`src/include/abc_pkg.sv`:
```
// package: register map, field positions, reset values and bus constants of the address break comparator
package abc_pkg;
	// register byte addresses on the control bus
	localparam logic [7:0] ADDR_CTRL = 8'h00;
	localparam logic [7:0] ADDR_STAT = 8'h04;
	localparam logic [7:0] ADDR_BRKA = 8'h08;
	localparam logic [7:0] ADDR_BRKD = 8'h0C;
	localparam logic [7:0] ADDR_ISTS = 8'h10;
	localparam logic [7:0] ADDR_ICLR = 8'h14;
	localparam logic [7:0] ADDR_IEN = 8'h18;
	// condition control fields
	localparam int CTRL_UNMASK_BIT = 7;
	localparam int CTRL_CSEL_LSB = 5;
	localparam int CTRL_ACMP_LSB = 2;
	localparam int CTRL_DCMP_LSB = 0;
	localparam logic [7:0] CTRL_RESET = 8'h80;
	// status / enable fields
	localparam int STAT_FLAG_BIT = 7;
	localparam int STAT_EN_BIT = 6;
	localparam logic [5:0] STAT_RSVD = 6'h3F;
	// break address reset value
	localparam logic [23:0] BRKA_RESET = 24'h0FFFFF;
	// cycle select codes
	localparam logic [1:0] CSEL_FETCH = 2'h0;
	localparam logic [1:0] CSEL_READ = 2'h1;
	localparam logic [1:0] CSEL_WRITE = 2'h2;
	localparam logic [1:0] CSEL_RDWR = 2'h3;
	// data compare codes
	localparam logic [1:0] DCMP_NONE = 2'h0;
	localparam logic [1:0] DCMP_LOW = 2'h1;
	localparam logic [1:0] DCMP_HIGH = 2'h2;
	localparam logic [1:0] DCMP_BOTH = 2'h3;
	// largest legal address compare code, step of the width in bits
	localparam logic [2:0] ACMP_MAX = 3'h5;
	localparam int ACMP_STEP = 4;
	// address space kinds of a cpu cycle
	localparam logic [1:0] SPACE_MEM = 2'h0;
	localparam logic [1:0] SPACE_IO8 = 2'h1;
	localparam logic [1:0] SPACE_IO16 = 2'h2;
	// special 16-bit registers that allow byte access
	localparam logic [23:0] SPEC_A_LO = 24'hFFFF96;
	localparam logic [23:0] SPEC_A_HI = 24'hFFFF97;
	localparam logic [23:0] SPEC_B_LO = 24'hFFFFB8;
	localparam logic [23:0] SPEC_B_HI = 24'hFFFFBB;
	// interrupt event bits
	localparam int IRQ_BIT_MATCH = 0;
	localparam int IRQ_BIT_BADW = 1;
	localparam int IRQ_W = 2;
	// bus responses
	localparam logic [1:0] RESP_OKAY = 2'h0;
	localparam logic [1:0] RESP_SLVERR = 2'h2;
endpackage

```
`src/hdl/abc_top.sv`:
```
// address break comparator: register file on axi4-lite, bus match logic, interrupt and exception timing
//
// Added by the designer: the register offsets and register access over AXI4-Lite.
`timescale 1ns/1ps

module abc_top (
	input wire logic aclk, // system clock
	input wire logic aresetn, // synchronous reset, active low
	input wire logic [7:0] s_axi_awaddr, // write address
	input wire logic s_axi_awvalid, // write address valid
	output logic s_axi_awready, // write address ready
	input wire logic [31:0] s_axi_wdata, // write data
	input wire logic [3:0] s_axi_wstrb, // write byte strobes
	input wire logic s_axi_wvalid, // write data valid
	output logic s_axi_wready, // write data ready
	output logic [1:0] s_axi_bresp, // write response
	output logic s_axi_bvalid, // write response valid
	input wire logic s_axi_bready, // write response ready
	input wire logic [7:0] s_axi_araddr, // read address
	input wire logic s_axi_arvalid, // read address valid
	output logic s_axi_arready, // read address ready
	output logic [31:0] s_axi_rdata, // read data
	output logic [1:0] s_axi_rresp, // read response
	output logic s_axi_rvalid, // read data valid
	input wire logic s_axi_rready, // read data ready
	input wire logic cpu_cyc, // a cpu bus cycle is on the buses this clock
	input wire logic cpu_fetch, // cycle is the first byte of an executed instruction
	input wire logic cpu_rd, // cycle is a cpu data read
	input wire logic cpu_wr, // cycle is a cpu data write
	input wire logic cpu_word, // word access (else byte)
	input wire logic [1:0] cpu_space, // memory, 8-bit io or 16-bit io space
	input wire logic [23:0] cpu_addr, // internal address bus
	input wire logic [15:0] cpu_data, // internal data bus, both lanes
	input wire logic cpu_rte_done, // pulse: return-from-exception executed
	input wire logic cpu_insn_done, // pulse: an instruction completed
	input wire logic cpu_break_ack, // pulse: cpu accepted the break request
	output logic break_req, // break interrupt request to cpu
	output logic break_exc_start, // pulse: start break exception handling
	output logic rte_irq_mask, // interrupts masked after return-from-exception
	output logic irq // system interrupt, level
);
	typedef struct packed {
		logic [7:0] ctrl;
		logic flag;
		logic en;
		logic armed;
		logic [23:0] brka;
		logic [15:0] brkd;
		logic [1:0] ists;
		logic [1:0] ien;
		logic rte_mask;
		logic pend;
		logic exc;
		logic aw_have;
		logic [7:0] aw_addr;
		logic w_have;
		logic [31:0] w_data;
		logic [3:0] w_strb;
		logic bvalid;
		logic [1:0] bresp;
		logic rvalid;
		logic [31:0] rdata;
		logic [1:0] rresp;
		logic [7:0] rd_addr;
	} abc_state_t;

	abc_state_t st_ff;
	abc_state_t nxt_st;

	logic [1:0] csel;
	logic [2:0] acmp;
	logic [1:0] dcmp;
	logic cyc_ok;
	logic [23:0] amask;
	logic addr_ok;
	logic spec_reg;
	logic lane_hi;
	logic lane_lo;
	logic data_ok;
	logic match_now;
	logic aw_hs;
	logic w_hs;
	logic ar_hs;
	logic wr_go;
	logic [31:0] rd_word;
	logic rd_hit;
	logic wr_hit;

	assign csel = st_ff.ctrl[abc_pkg::CTRL_CSEL_LSB +: 2];
	assign acmp = st_ff.ctrl[abc_pkg::CTRL_ACMP_LSB +: 3];
	assign dcmp = st_ff.ctrl[abc_pkg::CTRL_DCMP_LSB +: 2];

	// cycle type qualification
	always_comb begin
		unique case (csel)
			abc_pkg::CSEL_FETCH: cyc_ok = cpu_fetch;
			abc_pkg::CSEL_READ: cyc_ok = cpu_rd;
			abc_pkg::CSEL_WRITE: cyc_ok = cpu_wr;
			abc_pkg::CSEL_RDWR: cyc_ok = cpu_rd | cpu_wr;
		endcase
	end

	// address compare width: keep the upper bits, drop 4 per code step; prohibited codes compare nothing
	always_comb begin
		if (acmp > abc_pkg::ACMP_MAX) begin
			amask = 24'h000000;
		end else begin
			amask = 24'hFFFFFF << (abc_pkg::ACMP_STEP * int'(acmp));
		end
	end
	assign addr_ok = ((cpu_addr ^ st_ff.brka) & amask) == 24'h000000;

	// which byte lane carries the data of this access
	assign spec_reg = (cpu_addr >= abc_pkg::SPEC_A_LO && cpu_addr <= abc_pkg::SPEC_A_HI) ||
		(cpu_addr >= abc_pkg::SPEC_B_LO && cpu_addr <= abc_pkg::SPEC_B_HI);
	always_comb begin
		lane_hi = 1'b0;
		lane_lo = 1'b0;
		unique case (cpu_space)
			abc_pkg::SPACE_IO8: begin
				lane_hi = 1'b1;
			end
			abc_pkg::SPACE_IO16: begin
				lane_hi = cpu_word ? ~cpu_addr[0] : spec_reg;
				lane_lo = cpu_word & cpu_addr[0];
			end
			default: begin
				lane_hi = ~cpu_word | ~cpu_addr[0];
				lane_lo = cpu_word & cpu_addr[0];
			end
		endcase
	end

	// data compare; fetch breaks never compare data
	always_comb begin
		if (csel == abc_pkg::CSEL_FETCH) begin
			data_ok = 1'b1;
		end else begin
			unique case (dcmp)
				abc_pkg::DCMP_NONE: data_ok = 1'b1;
				abc_pkg::DCMP_LOW: data_ok = lane_lo && cpu_data[7:0] == st_ff.brkd[7:0];
				abc_pkg::DCMP_HIGH: data_ok = lane_hi && cpu_data[15:8] == st_ff.brkd[15:8];
				abc_pkg::DCMP_BOTH: data_ok = cpu_data == st_ff.brkd;
			endcase
		end
	end

	assign match_now = cpu_cyc & cyc_ok & addr_ok & data_ok;

	// bus handshakes: one write and one read under way at a time
	assign s_axi_awready = ~st_ff.aw_have & ~st_ff.bvalid;
	assign s_axi_wready = ~st_ff.w_have & ~st_ff.bvalid;
	assign s_axi_arready = ~st_ff.rvalid;
	assign aw_hs = s_axi_awvalid & s_axi_awready;
	assign w_hs = s_axi_wvalid & s_axi_wready;
	assign ar_hs = s_axi_arvalid & s_axi_arready;
	assign wr_go = st_ff.aw_have & st_ff.w_have & ~st_ff.bvalid;

	// read mux; write-only clear register reads zero
	always_comb begin
		rd_word = 32'h00000000;
		rd_hit = 1'b1;
		unique case (s_axi_araddr)
			abc_pkg::ADDR_CTRL: rd_word[7:0] = st_ff.ctrl;
			abc_pkg::ADDR_STAT: rd_word[7:0] = {st_ff.flag, st_ff.en, abc_pkg::STAT_RSVD};
			abc_pkg::ADDR_BRKA: rd_word[23:0] = st_ff.brka;
			abc_pkg::ADDR_BRKD: rd_word[15:0] = st_ff.brkd;
			abc_pkg::ADDR_ISTS: rd_word[1:0] = st_ff.ists;
			abc_pkg::ADDR_ICLR: rd_word = 32'h00000000;
			abc_pkg::ADDR_IEN: rd_word[1:0] = st_ff.ien;
			default: rd_hit = 1'b0;
		endcase
	end

	always_comb begin
		unique case (st_ff.aw_addr)
			abc_pkg::ADDR_CTRL, abc_pkg::ADDR_STAT, abc_pkg::ADDR_BRKA, abc_pkg::ADDR_BRKD,
			abc_pkg::ADDR_ISTS, abc_pkg::ADDR_ICLR, abc_pkg::ADDR_IEN: wr_hit = 1'b1;
			default: wr_hit = 1'b0;
		endcase
	end

	// next state of the whole block
	always_comb begin
		nxt_st = st_ff;
		nxt_st.exc = 1'b0;
		// write channel capture
		if (aw_hs) begin
			nxt_st.aw_have = 1'b1;
			nxt_st.aw_addr = s_axi_awaddr;
		end
		if (w_hs) begin
			nxt_st.w_have = 1'b1;
			nxt_st.w_data = s_axi_wdata;
			nxt_st.w_strb = s_axi_wstrb;
		end
		if (st_ff.bvalid && s_axi_bready) begin
			nxt_st.bvalid = 1'b0;
		end
		// register writes once both halves are held
		if (wr_go) begin
			nxt_st.aw_have = 1'b0;
			nxt_st.w_have = 1'b0;
			nxt_st.bvalid = 1'b1;
			nxt_st.bresp = wr_hit ? abc_pkg::RESP_OKAY : abc_pkg::RESP_SLVERR;
			if (st_ff.aw_addr == abc_pkg::ADDR_CTRL && st_ff.w_strb[0]) begin
				nxt_st.ctrl = st_ff.w_data[7:0];
				if (st_ff.w_data[abc_pkg::CTRL_ACMP_LSB +: 3] > abc_pkg::ACMP_MAX) begin
					nxt_st.ists[abc_pkg::IRQ_BIT_BADW] = 1'b1;
				end
			end
			if (st_ff.aw_addr == abc_pkg::ADDR_STAT && st_ff.w_strb[0]) begin
				nxt_st.en = st_ff.w_data[abc_pkg::STAT_EN_BIT];
				nxt_st.armed = 1'b0;
				if (st_ff.armed && !st_ff.w_data[abc_pkg::STAT_FLAG_BIT]) begin
					nxt_st.flag = 1'b0;
				end
			end
			if (st_ff.aw_addr == abc_pkg::ADDR_BRKA) begin
				for (int i = 0; i < 3; i++) begin
					if (st_ff.w_strb[i]) begin
						nxt_st.brka[8*i +: 8] = st_ff.w_data[8*i +: 8];
					end
				end
			end
			if (st_ff.aw_addr == abc_pkg::ADDR_BRKD) begin
				for (int i = 0; i < 2; i++) begin
					if (st_ff.w_strb[i]) begin
						nxt_st.brkd[8*i +: 8] = st_ff.w_data[8*i +: 8];
					end
				end
			end
			if (st_ff.aw_addr == abc_pkg::ADDR_ICLR && st_ff.w_strb[0]) begin
				nxt_st.ists = st_ff.ists & ~st_ff.w_data[1:0];
			end
			if (st_ff.aw_addr == abc_pkg::ADDR_IEN && st_ff.w_strb[0]) begin
				nxt_st.ien = st_ff.w_data[1:0];
			end
		end
		// read channel
		if (st_ff.rvalid && s_axi_rready) begin
			nxt_st.rvalid = 1'b0;
		end
		if (ar_hs) begin
			nxt_st.rvalid = 1'b1;
			nxt_st.rdata = rd_word;
			nxt_st.rresp = rd_hit ? abc_pkg::RESP_OKAY : abc_pkg::RESP_SLVERR;
			nxt_st.rd_addr = s_axi_araddr;
			if (s_axi_araddr == abc_pkg::ADDR_STAT && st_ff.flag) begin
				nxt_st.armed = 1'b1;
			end
		end
		// a match sets the flag and wins over a clear in the same cycle
		if (match_now) begin
			nxt_st.flag = 1'b1;
			nxt_st.ists[abc_pkg::IRQ_BIT_MATCH] = 1'b1;
		end
		// masking window after return-from-exception
		if (cpu_insn_done) begin
			nxt_st.rte_mask = 1'b0;
		end
		if (cpu_rte_done && !st_ff.ctrl[abc_pkg::CTRL_UNMASK_BIT]) begin
			nxt_st.rte_mask = 1'b1;
		end
		// accepted request waits for the running instruction to end
		if (cpu_break_ack && break_req) begin
			nxt_st.pend = 1'b1;
		end
		if ((st_ff.pend || (cpu_break_ack && break_req)) && cpu_insn_done) begin
			nxt_st.pend = 1'b0;
			nxt_st.exc = 1'b1;
		end
	end

	// state registers; break data is not touched by reset
	always_ff @(posedge aclk) begin
		if (!aresetn) begin
			st_ff <= '0;
			st_ff.ctrl <= abc_pkg::CTRL_RESET;
			st_ff.brka <= abc_pkg::BRKA_RESET;
			st_ff.brkd <= st_ff.brkd;
		end else begin
			st_ff <= nxt_st;
		end
	end

	// outputs; the cpu global mask bit plays no part in the request
	assign break_req = st_ff.flag & st_ff.en & ~st_ff.rte_mask;
	assign break_exc_start = st_ff.exc;
	assign rte_irq_mask = st_ff.rte_mask;
	assign irq = |(st_ff.ists & st_ff.ien);
	assign s_axi_bvalid = st_ff.bvalid;
	assign s_axi_bresp = st_ff.bresp;
	assign s_axi_rvalid = st_ff.rvalid;
	assign s_axi_rdata = st_ff.rdata;
	assign s_axi_rresp = st_ff.rresp;
endmodule

```
`config.mk`:
```
export PLATFORM = sky130hd
export DESIGN_NAME = abc_top
export DESIGN_NICKNAME = d
export VERILOG_FILES = /design/src/include/abc_pkg.sv /design/src/hdl/abc_top.sv
export SDC_FILE = /design/constraint.sdc
export NUM_CORES = 1
export LEC_CHECK = 0
export BUFFER_PORTS_ARGS = -buffer_cell sky130_fd_sc_hd__buf_2
export CAP_MARGIN = 20
export CELL_PAD_IN_SITES_DETAIL_PLACEMENT = 1
export CELL_PAD_IN_SITES_GLOBAL_PLACEMENT = 1
export CORE_MARGIN = 10
export CORE_UTILIZATION = 39
export DETAILED_ROUTE_END_ITERATION = 8
export PLACE_DENSITY_LB_ADDON = 0.2
export SYNTH_ARGS = -nofsm -noshare
export SYNTH_HDL_FRONTEND = slang
export SYNTH_SLANG_ARGS = --single-unit
```
`constraint.sdc`:
```
create_clock -name aclk -period 2.45 [get_ports aclk]
set_input_delay 0.1225 -clock aclk [delete_from_list [all_inputs] [get_ports aclk]]
set_output_delay 0.1225 -clock aclk [all_outputs]
set_load 0.02 [all_outputs]
```
After elaboration in Yosys (flattened, before gate mapping)
Index checks and enable logic that the tools add are counted.
W data, S select, Z words.
{"block": "word_totals", "regBits": 133, "input_bits": 109, "output_inout_bits": 45, "elab_cells": 173}
{"block": "op_classes", "n_lt_le_gt_ge": 6, "eq_ne": 23, "shift": 1, "muxes": 40, "bitwise_logic": 28, "reduce_logical": 49}
{"operator": "$eq A8 B5 Y1 const B", "n": 6}
{"operator": "$ge A24 B24 Y1 const B", "n": 2}
{"operator": "$le A24 B24 Y1 const B", "n": 2}
{"operator": "$mux W24", "n": 2}
{"operator": "$mux W8", "n": 6}
{"operator": "$mux W47", "n": 1}
{"operator": "$mux W43", "n": 1}
{"operator": "$eq A8 B4 Y1 const B", "n": 4}
{"operator": "$and A24 B24 Y24", "n": 1}
{"operator": "$logic_not A24 Y1", "n": 1}
{"operator": "$pmux W6 S4", "n": 1}
{"operator": "$shl A24 B5 Y24 const A", "n": 1}
{"operator": "$xor A24 B24 Y24", "n": 1}
{"operator": "$reduce_bool A2 Y1", "n": 9}
{"operator": "$mux W1", "n": 17}
{"operator": "$eq A16 B16 Y1", "n": 1}
{"operator": "$eq A8 B3 Y1 const B", "n": 2}
{"operator": "$eq A8 B8 Y1", "n": 2}
{"operator": "$logic_not A8 Y1", "n": 2}
{"operator": "$mux W16", "n": 1}
{"operator": "$pmux W8 S2", "n": 1}
{"operator": "$logic_and A1 B1 Y1", "n": 15}
{"operator": "$reduce_and A3 Y1", "n": 5}
{"operator": "$reduce_or A7 Y1", "n": 2}
{"operator": "other kinds (19)", "n": 61}

Longest topological paths before layout
Gate-level depths: netlist of the first run.
{"block": "logic_depth", "word_depth": 11, "depth_mapped": 7, "depth_no_buf": 7}

Worst setup path before layout of the first run
Ideal clock, no wire load.
{"block": "synth_path", "kind": "register to register", "startpoint": "reg st_ff (netlist bit s_axi_bvalid)", "endpoint": "reg st_ff[107] (netlist name), enable pin", "setup_time_ns": 0.370, "arrival_ns": 1.689, "path_slack_ns": 0.391, "stages_incl_launch_ff": 5, "path_buffers": 0, "period_less_slack_ns": 2.059, "cell_sequence": "dfxtp_1 nand3b_1 nor3_2 nand2_1 nor2_1"}
{"block": "synth_between", "elab_chain_len": 3}
{"item": "start, declared", "line": "abc_top.sv:67", "rtl": "abc_state_t st_ff;"}
{"item": "start signal, assigned", "line": "abc_top.sv:283", "rtl": "st_ff <= nxt_st;"}
{"item": "$not A1 Y1", "line": "abc_top.sv:157", "rtl": "assign wr_go = st_ff.aw_have & st_ff.w_have & ~st_ff.bvalid;"}
{"item": "$and A1 B1 Y1", "line": "abc_top.sv:157"}
{"item": "$reduce_and A4 Y1 (no line)"}
No other way between the ends.
A chain may end at the register's enable or synchronous reset.

Worst setup path in the final report of the first run
{"block": "layout_path", "startpoint": "reg st_ff[86] (netlist name)", "endpoint": "reg st_ff[96] (netlist name)"}
{"block": "layout_between", "elab_chain_len": 3}
{"item": "$eq A8 B5 Y1", "line": "abc_top.sv:236", "rtl": "if (st_ff.aw_addr == abc_pkg::ADDR_IEN && st_ff.w_strb[0]) begin"}
{"item": "$logic_and A1 B1 Y1", "line": "abc_top.sv:236"}
{"item": "$reduce_and A2 Y1 (no line)"}
No other way between the ends.

==> impl_metrics.json, run 1 <==
{
  "drt_iter0_drc": 220,
  "hold_viol": 0,
  "worstMarginPinSlew_ns": 0.790,
  "globalplace.congestion": 0.877,
  "die_y_um": 140,
  "port-buffer-count": 134,
  "yosysUniqueCellTypes": 52,
  "wl_um": 18500,
  "finalCriticalPeriod_ns": 2.08,
  "cts_resized": 0,
  "place.detailed.hpwl_um": 14000,
  "cts_tree": "built",
  "hold_class": "in2reg",
  "dr.pass1.iters": 4,
  "ctsHtreeMaxLevel": 4,
  "post-place-ws_ns": 0.407,
  "netlist_area_um2": 5660,
  "holdCritStartpoint": "aresetn",
  "wl_per_cell_um": 18.5,
  "yosysSeqAreaShare": 0.463,
  "min_period_over_period": 0.847,
  "worstPathRequired_ns": 2.73,
  "remaining_drc_errors": 0,
  "die_area_um2": 19700,
  "cp-end-kind": "flip-flop",
  "reg2reg_slack_ns": 0.37,
  "clk_pin_slew_ns": 0.05,
  "cp-start-kind": "flip-flop",
  "ys_ff_latch": 123,
  "syn_inst": 661,
  "drv_cap": 0,
  "antenna_cells": 0,
  "clk_latency_ns": 0.42,
  "grt_pass1_wl_um": 29600,
  "arrival_ns": 2.36,
  "p_leak_nw": 3.10,
  "clock-sinks": 123,
  "rows": 43,
  "syn_area_per_cell_um2": 8.56,
  "cp_max_fo": 6,
  "clock_path_buffers": 2,
  "routed_via_density": 5.21,
  "p_total_mw": 5.16,
  "ir_drop_mv": 0.466,
  "power.density_nw_per_um2": 710,
  "synthFlopType": "dfxtp_1",
  "status": "finished, final reports clean",
  "synth-edff-count": 16,
  "ios": 154,
  "finClkSkew_ns": 0.00803,
  "nets": 914,
  "min_to": "s_axi_rdata[6]",
  "syn2layout_area_growth_pct": 28.4,
  "slew_violations": 0,
  "setup_slack_ns": 0.375,
  "root_buffer": "clkbuf_16",
  "slew_headroom": 0.468,
  "drive_gt1_frac": 0.228,
  "yosys.area.top_type": "dfxtp_1",
  "clock.fmax_ghz": 0.482,
  "setup_violations": 0,
  "final_cell_mix": "134 x buf_2, 118 x nand2_1, 107 x dfxtp_1, 66 x a21oi_1",
  "ant_nets": 0,
  "reg2reg_depth": 4,
  "final_common_cell": "buf_2",
  "hold_depth": 3,
  "fin_tns_setup_ns": 0,
  "vias": 5186,
  "grt_max_degree": 56,
  "synth_top_area_share": 0.379,
  "async_flop_share": 0,
  "initial_core_util": 0.403,
  "cts_buffers": 17,
  "worst-setup-path-type": "reg2reg",
  "synthTopCellsByArea": "dfxtp_1 38%, edfxtp_1 8.5%, nand2_1 7.8%",
  "grt_pass1_vias": 5677,
  "fin_util": 0.518,
  "core_area_um2": 14000,
  "antenna_found_initial": 0,
  "die_w_um": 140,
  "grt_util_all_layers": 0.187,
  "synth_warnings": 0,
  "rsz0062_at_grt": "no",
  "whs_ns": 0.0235,
  "rr_startpoint": "st_ff[86]",
  "overflow": 0,
  "r2r_end": "st_ff[96]"
}
## per-layer routing
metal	wire (µm)	vias up	global-route usage
li1	-	2527	-
met1	8070	2481	0.224
met2	8940	149	0.309
met3	1100	29	0.0534
met4	356	0	0.0701
met5	0	-	0
## sequential cells by signal, indices dropped and copies added (netlist names)
register	cells
s_axi_rdata	24
s_axi_rvalid	1
csel	2
s_axi_rresp	1
acmp	3
s_axi_bresp	1
break_exc_start	1
st_ff	86
s_axi_bvalid	1
rte_irq_mask	1
dcmp	2
## cell type report
class                   instances  area (µm²)
fillers                      1666        6780
flip-flops and latches        123        2620
multi-input cells             464        2620
repair buffers                183        1150
clock buffers                  25         485
well taps                     180         225
clock inverters                 7         111
inverters                      14        52.6
## where the power goes
part	internal [mW]	switching (mW)	leakage (nW)	total, mW
sequential	2.09	0.0557	1.03	2.15
clock	1.67	0.868	0.296	2.54
combinational	0.204	0.267	1.77	0.471
total	3.97	1.19	3.10	5.16
## critical path, cell delays in order (launching register included)
cell	delay, ns
dfxtp_1	0.41
or4b_1	0.52
nor4_1	0.69
mux2i_1	0.26
nor2_1	0.06
## cells in the mapped netlist, types with 3 or more instances
| master | count |
|---|---|
| a21oi_1 | 66 |
| nand2b_1 | 4 |
| edfxtp_1 | 16 |
| nor2_1 | 53 |
| nand3b_1 | 5 |
| nand3_1 | 53 |
| mux2_2 | 6 |
| dfxtp_1 | 107 |
| buf_4 | 36 |
| a31oi_1 | 4 |
| inv_1 | 13 |
| a22oi_1 | 10 |
| nand2_1 | 118 |
| nor3b_1 | 4 |
| nor4_1 | 9 |
| buf_1 | 3 |
| clkbuf_1 | 28 |
| o21ai_0 | 9 |
| nor3_1 | 6 |
| or4b_1 | 3 |
| o22ai_1 | 5 |
| mux2i_1 | 16 |
| xnor2_1 | 20 |
| nand4_1 | 10 |
| xor2_1 | 20 |
| a221oi_1 | 3 |
## worst max-delay path by stage
stage	from	to	slack, ns	cells past startpoint
final	st_ff[86]	st_ff[96]	0.37	4
after global routing	st_ff[83]	csel[1]	0.21	5
after CTS	st_ff[102]	st_ff[97]	0.38	5
after detailed placement	st_ff[83]	acmp[0]	0.41	5
after global placement	s_axi_araddr[3]	s_axi_rdata[22]	0.46	6
after floorplan	s_axi_bvalid	st_ff[107]	0.39	4
## kinds of logic (layout without fill, tap and decap cells)
kind of cell | after synthesis | in the layout | synth area share
AOI/OAI and AO/OA | 109 | 109 | 0.113
xor gates and xnor gates | 40 | 40 | 0.0619
adders and majority gates | 2 | 2 | 0.00442
buffers and inverters | 83 | 229 | 0.0794
DFF | 123 | 123 | 0.463
muxes | 24 | 24 | 0.0482
other | 1 | 10 | 0.000663
and+or+nand+nor | 279 | 279 | 0.229
## timing repair
| action | 4_1_cts | 5_1_grt |
|---|---|---|
| hold buffers | 39 | 0 |
| hold endpoints to repair | 40 | 0 |
| buffers inserted | 0 | 0 |
## stage by stage
stage | cells | cell area, µm²
floorplan | 670 | 5690
global placement | 925 | 6280
detailed placement | 925 | 6280
CTS | 996 | 7270
global route | 996 | 7270
finish | 996 | 7270
(Power assumes the default switching activity.)
==> inputs of run 2 (changes only) <==
--- a/config.mk
+++ b/config.mk
@@ -5,12 +5,13 @@
 export SDC_FILE = /design/constraint.sdc
 export NUM_CORES = 1
 export LEC_CHECK = 0
+export ABC_AREA = 1
 export BUFFER_PORTS_ARGS = -buffer_cell sky130_fd_sc_hd__buf_2
 export CAP_MARGIN = 20
 export CELL_PAD_IN_SITES_DETAIL_PLACEMENT = 1
 export CELL_PAD_IN_SITES_GLOBAL_PLACEMENT = 1
 export CORE_MARGIN = 10
-export CORE_UTILIZATION = 39
+export CORE_UTILIZATION = 38
 export DETAILED_ROUTE_END_ITERATION = 8
 export PLACE_DENSITY_LB_ADDON = 0.2
 export SYNTH_ARGS = -nofsm -noshare
==> constraint.sdc (replaced) <==
create_clock -name aclk -period 2.1 [get_ports aclk]
set_input_delay 0.105 -clock aclk [delete_from_list [all_inputs] [get_ports aclk]]
set_output_delay 0.105 -clock aclk [all_outputs]
set_load 0.02 [all_outputs]
==> run 2 against run 1 <==
Maximum frequency is 12% higher. Sequential share of layout area is 0.71 points lower. Via count is 7.0% higher. Sequential cell count did not move. Combinational power rose by 36%. Synthesized area rose by 2.4%. Clock skew barely moved. Register-to-register slack lost 0.12 ns. First-iteration DRC count increased by 23%. Hold slack got worse by 0.0042 ns. Critical path type unchanged. Highest routed layer unchanged.
==> impl_metrics.json, run 2 <==
{
  "finalCriticalPeriod_ns": 1.85,
  "p_total_mw": 6.12,
  "syn_area_per_cell_um2": 7.61,
  "clock_path_buffers": 2,
  "nets": 1021,
  "ir_drop_mv": 0.558,
  "cpMaxStageDelayCell": "or3_4",
  "regArea_um2": 2620,
  "rsz0062_at_grt": "no",
  "clk_pin_slew_ns": 0.06,
  "whs_ns": 0.0194,
  "wl_um": 19300,
  "yosysSeqAreaShare": 0.453,
  "drt_iter0_drc": 271,
  "syn_inst": 761,
  "status": "finished, final reports clean",
  "yosys.area.top_type": "dfxtp_1",
  "final_cell_mix": "147 x nand2_1, 134 x buf_2, 107 x dfxtp_1, 103 x nor2_1, 60 x inv_1",
  "finClkSkew_ns": 0.00829,
  "place.detailed.hpwl_um": 14900,
  "critPathMaxStageDelay_ns": 0.42,
  "cts_tree": "built",
  "syn2layout_area_growth_pct": 27.9,
  "dr.pass1.iters": 4,
  "largest_reg_flops": 86,
  "synth_fa_ha_area_frac": 0.00432,
  "rr_startpoint": "st_ff[88]",
  "root_buffer": "clkbuf_16",
  "hold_viol": 0,
  "synthTopCellsByArea": "dfxtp_1 37%, nand2_1 9.5%, edfxtp_1 8.3%",
  "routed_via_density": 5.00,
  "clk_latency_ns": 0.43,
  "p_leak_nw": 3.26,
  "clock-sinks": 123,
  "drv_cap": 0,
  "rows": 45,
  "grt_pass1_vias": 5949,
  "die_area_um2": 20600,
  "antenna_cells": 0,
  "overflow": 0,
  "globalplace.congestion": 0.917,
  "worstMarginPinSlew_ns": 0.722,
  "hold_class": "in2reg",
  "slew_headroom": 0.519,
  "synthMuxAreaShare": 0,
  "die_w_um": 143,
  "fill_cells": 1895,
  "cp-startpoint": "st_ff[88]",
  "synth_compound_area_frac": 0.136,
  "clock.fmax_ghz": 0.541,
  "top_register": "st_ff",
  "initial_core_util": 0.384,
  "arrival_ns": 2.11,
  "grt_pass1_wl_um": 30600,
  "grt_util_all_layers": 0.189,
  "critPathBufInv": 1,
  "worstPathRequired_ns": 2.36,
  "wl_per_cell_um": 17.4,
  "async_flop_share": 0,
  "cp_cell_sequence": "or3_4 > nor2_4 > nand2_2 > clkinvlp_4 > nand3_2 > nand2_1 > o211ai_1",
  "power.density_nw_per_um2": 826,
  "remaining_drc_errors": 0,
  "synth-xor-area-share": 0.0544,
  "synthSimpleGateAreaFrac": 0.246,
  "synth_warnings": 0,
  "grt_max_degree": 82,
  "min_period_over_period": 0.881,
  "slew_violations": 0,
  "multiInputGateArea_um2": 2590,
  "drive_gt1_frac": 0.208,
  "synthFlopType": "dfxtp_1",
  "port-buffer-count": 134,
  "postCtsSetupRepairBufs": 0,
  "holdCritStartpoint": "s_axi_rready",
  "ys_ff_latch": 123,
  "netlist_area_um2": 5790,
  "synth-edff-count": 16,
  "ios": 154,
  "die_y_um": 143,
  "synth.most_common_cell": "nand2_1",
  "core_area_um2": 15100,
  "antenna_found_initial": 0,
  "ant_nets": 0,
  "worst-setup-path-type": "reg2reg",
  "vias": 5550,
  "yosysUniqueCellTypes": 40,
  "final_common_cell": "nand2_1",
  "cp-start-kind": "flip-flop",
  "cts_buffers": 17,
  "cp_max_fo": 12,
  "setup_violations": 0,
  "ctsHtreeMaxLevel": 4,
  "timing.critical_path.max_delay_family": "simple AND/OR/NAND/NOR gates",
  "cp-end-kind": "flip-flop",
  "synthTopCellsByCount": "147 x nand2_1, 107 x dfxtp_1, 103 x nor2_1",
  "synth_top_family_by_area": "simple AND/OR/NAND/NOR gates",
  "synth_top_area_share": 0.370
}
-- run 2: logic make-up after synthesis --
group	after synthesis
buffers and inverters	127
XOR/XNOR	36
AO/OA/AOI/OAI	140
flip-flops	123
adder cells (fa/ha/maj)	2
AND/OR/NAND/NOR	332
other	1
-- run 2: area by class of cell --
class                           count  share of cell area
Tap cell                          188              0.0317
Multi-Input combinational cell    520               0.349
Timing Repair Buffer              184               0.153
Inverter                           64              0.0329
Sequential cell                   123               0.354
Clock buffer                       17              0.0574
Clock inverter                     15              0.0221
-- run 2: worst paths after layout --
kind | end | slack [ns] | cells after the start
max | st_ff[116] | 0.25 | 7
min | s_axi_rvalid | 0.02 | 3
max reg2reg | st_ff[116] | 0.25 | 7
min reg2reg | st_ff[99] | 0.45 | 0
-- run 2: repair_timing --
item | CTS | global route
endpoints found under the setup margin | 0 | 4
hold buffers | 36 | 0
hold endpoints to repair | 37 | 0
gates resized for setup | 0 | 1
-- run 2: stage by stage --
step	cell area, µm²	util	instances	worst slack [ns]	TNS (ns)
finish	7410	0.491	1111	0.251	0
global route	7410	0.491	1111	0.139	0
CTS	7410	0.491	1111	0.0942	0
detailed placement	6460	0.428	1043	0.153	0
global placement	6460	0.428	1043	0.261	0
floorplan	5830	-	770	-0.0186	-0.297
-- run 2: power by group --
part,switching (mW),internal (mW)
logic,0.381,0.260
registers,0.0801,2.48
clock network,1.16,1.76
-- run 2: tightest hold or removal path: cells and delay by family --
family / cells / cell delay [ns]
buffers and inverters: 1 / 0.07
AND/OR/NAND/NOR: 1 / 0.03
AO/OA/AOI/OAI: 1 / 0.18
-- run 2: routing by layer --
layer,vias to the layer above,track usage,routed length [µm]
li1,2762,-,-
met1,2617,0.225,8250
met2,145,0.323,9580
met3,26,0.0528,1150
met4,0,0.0602,348
met5,-,0,0
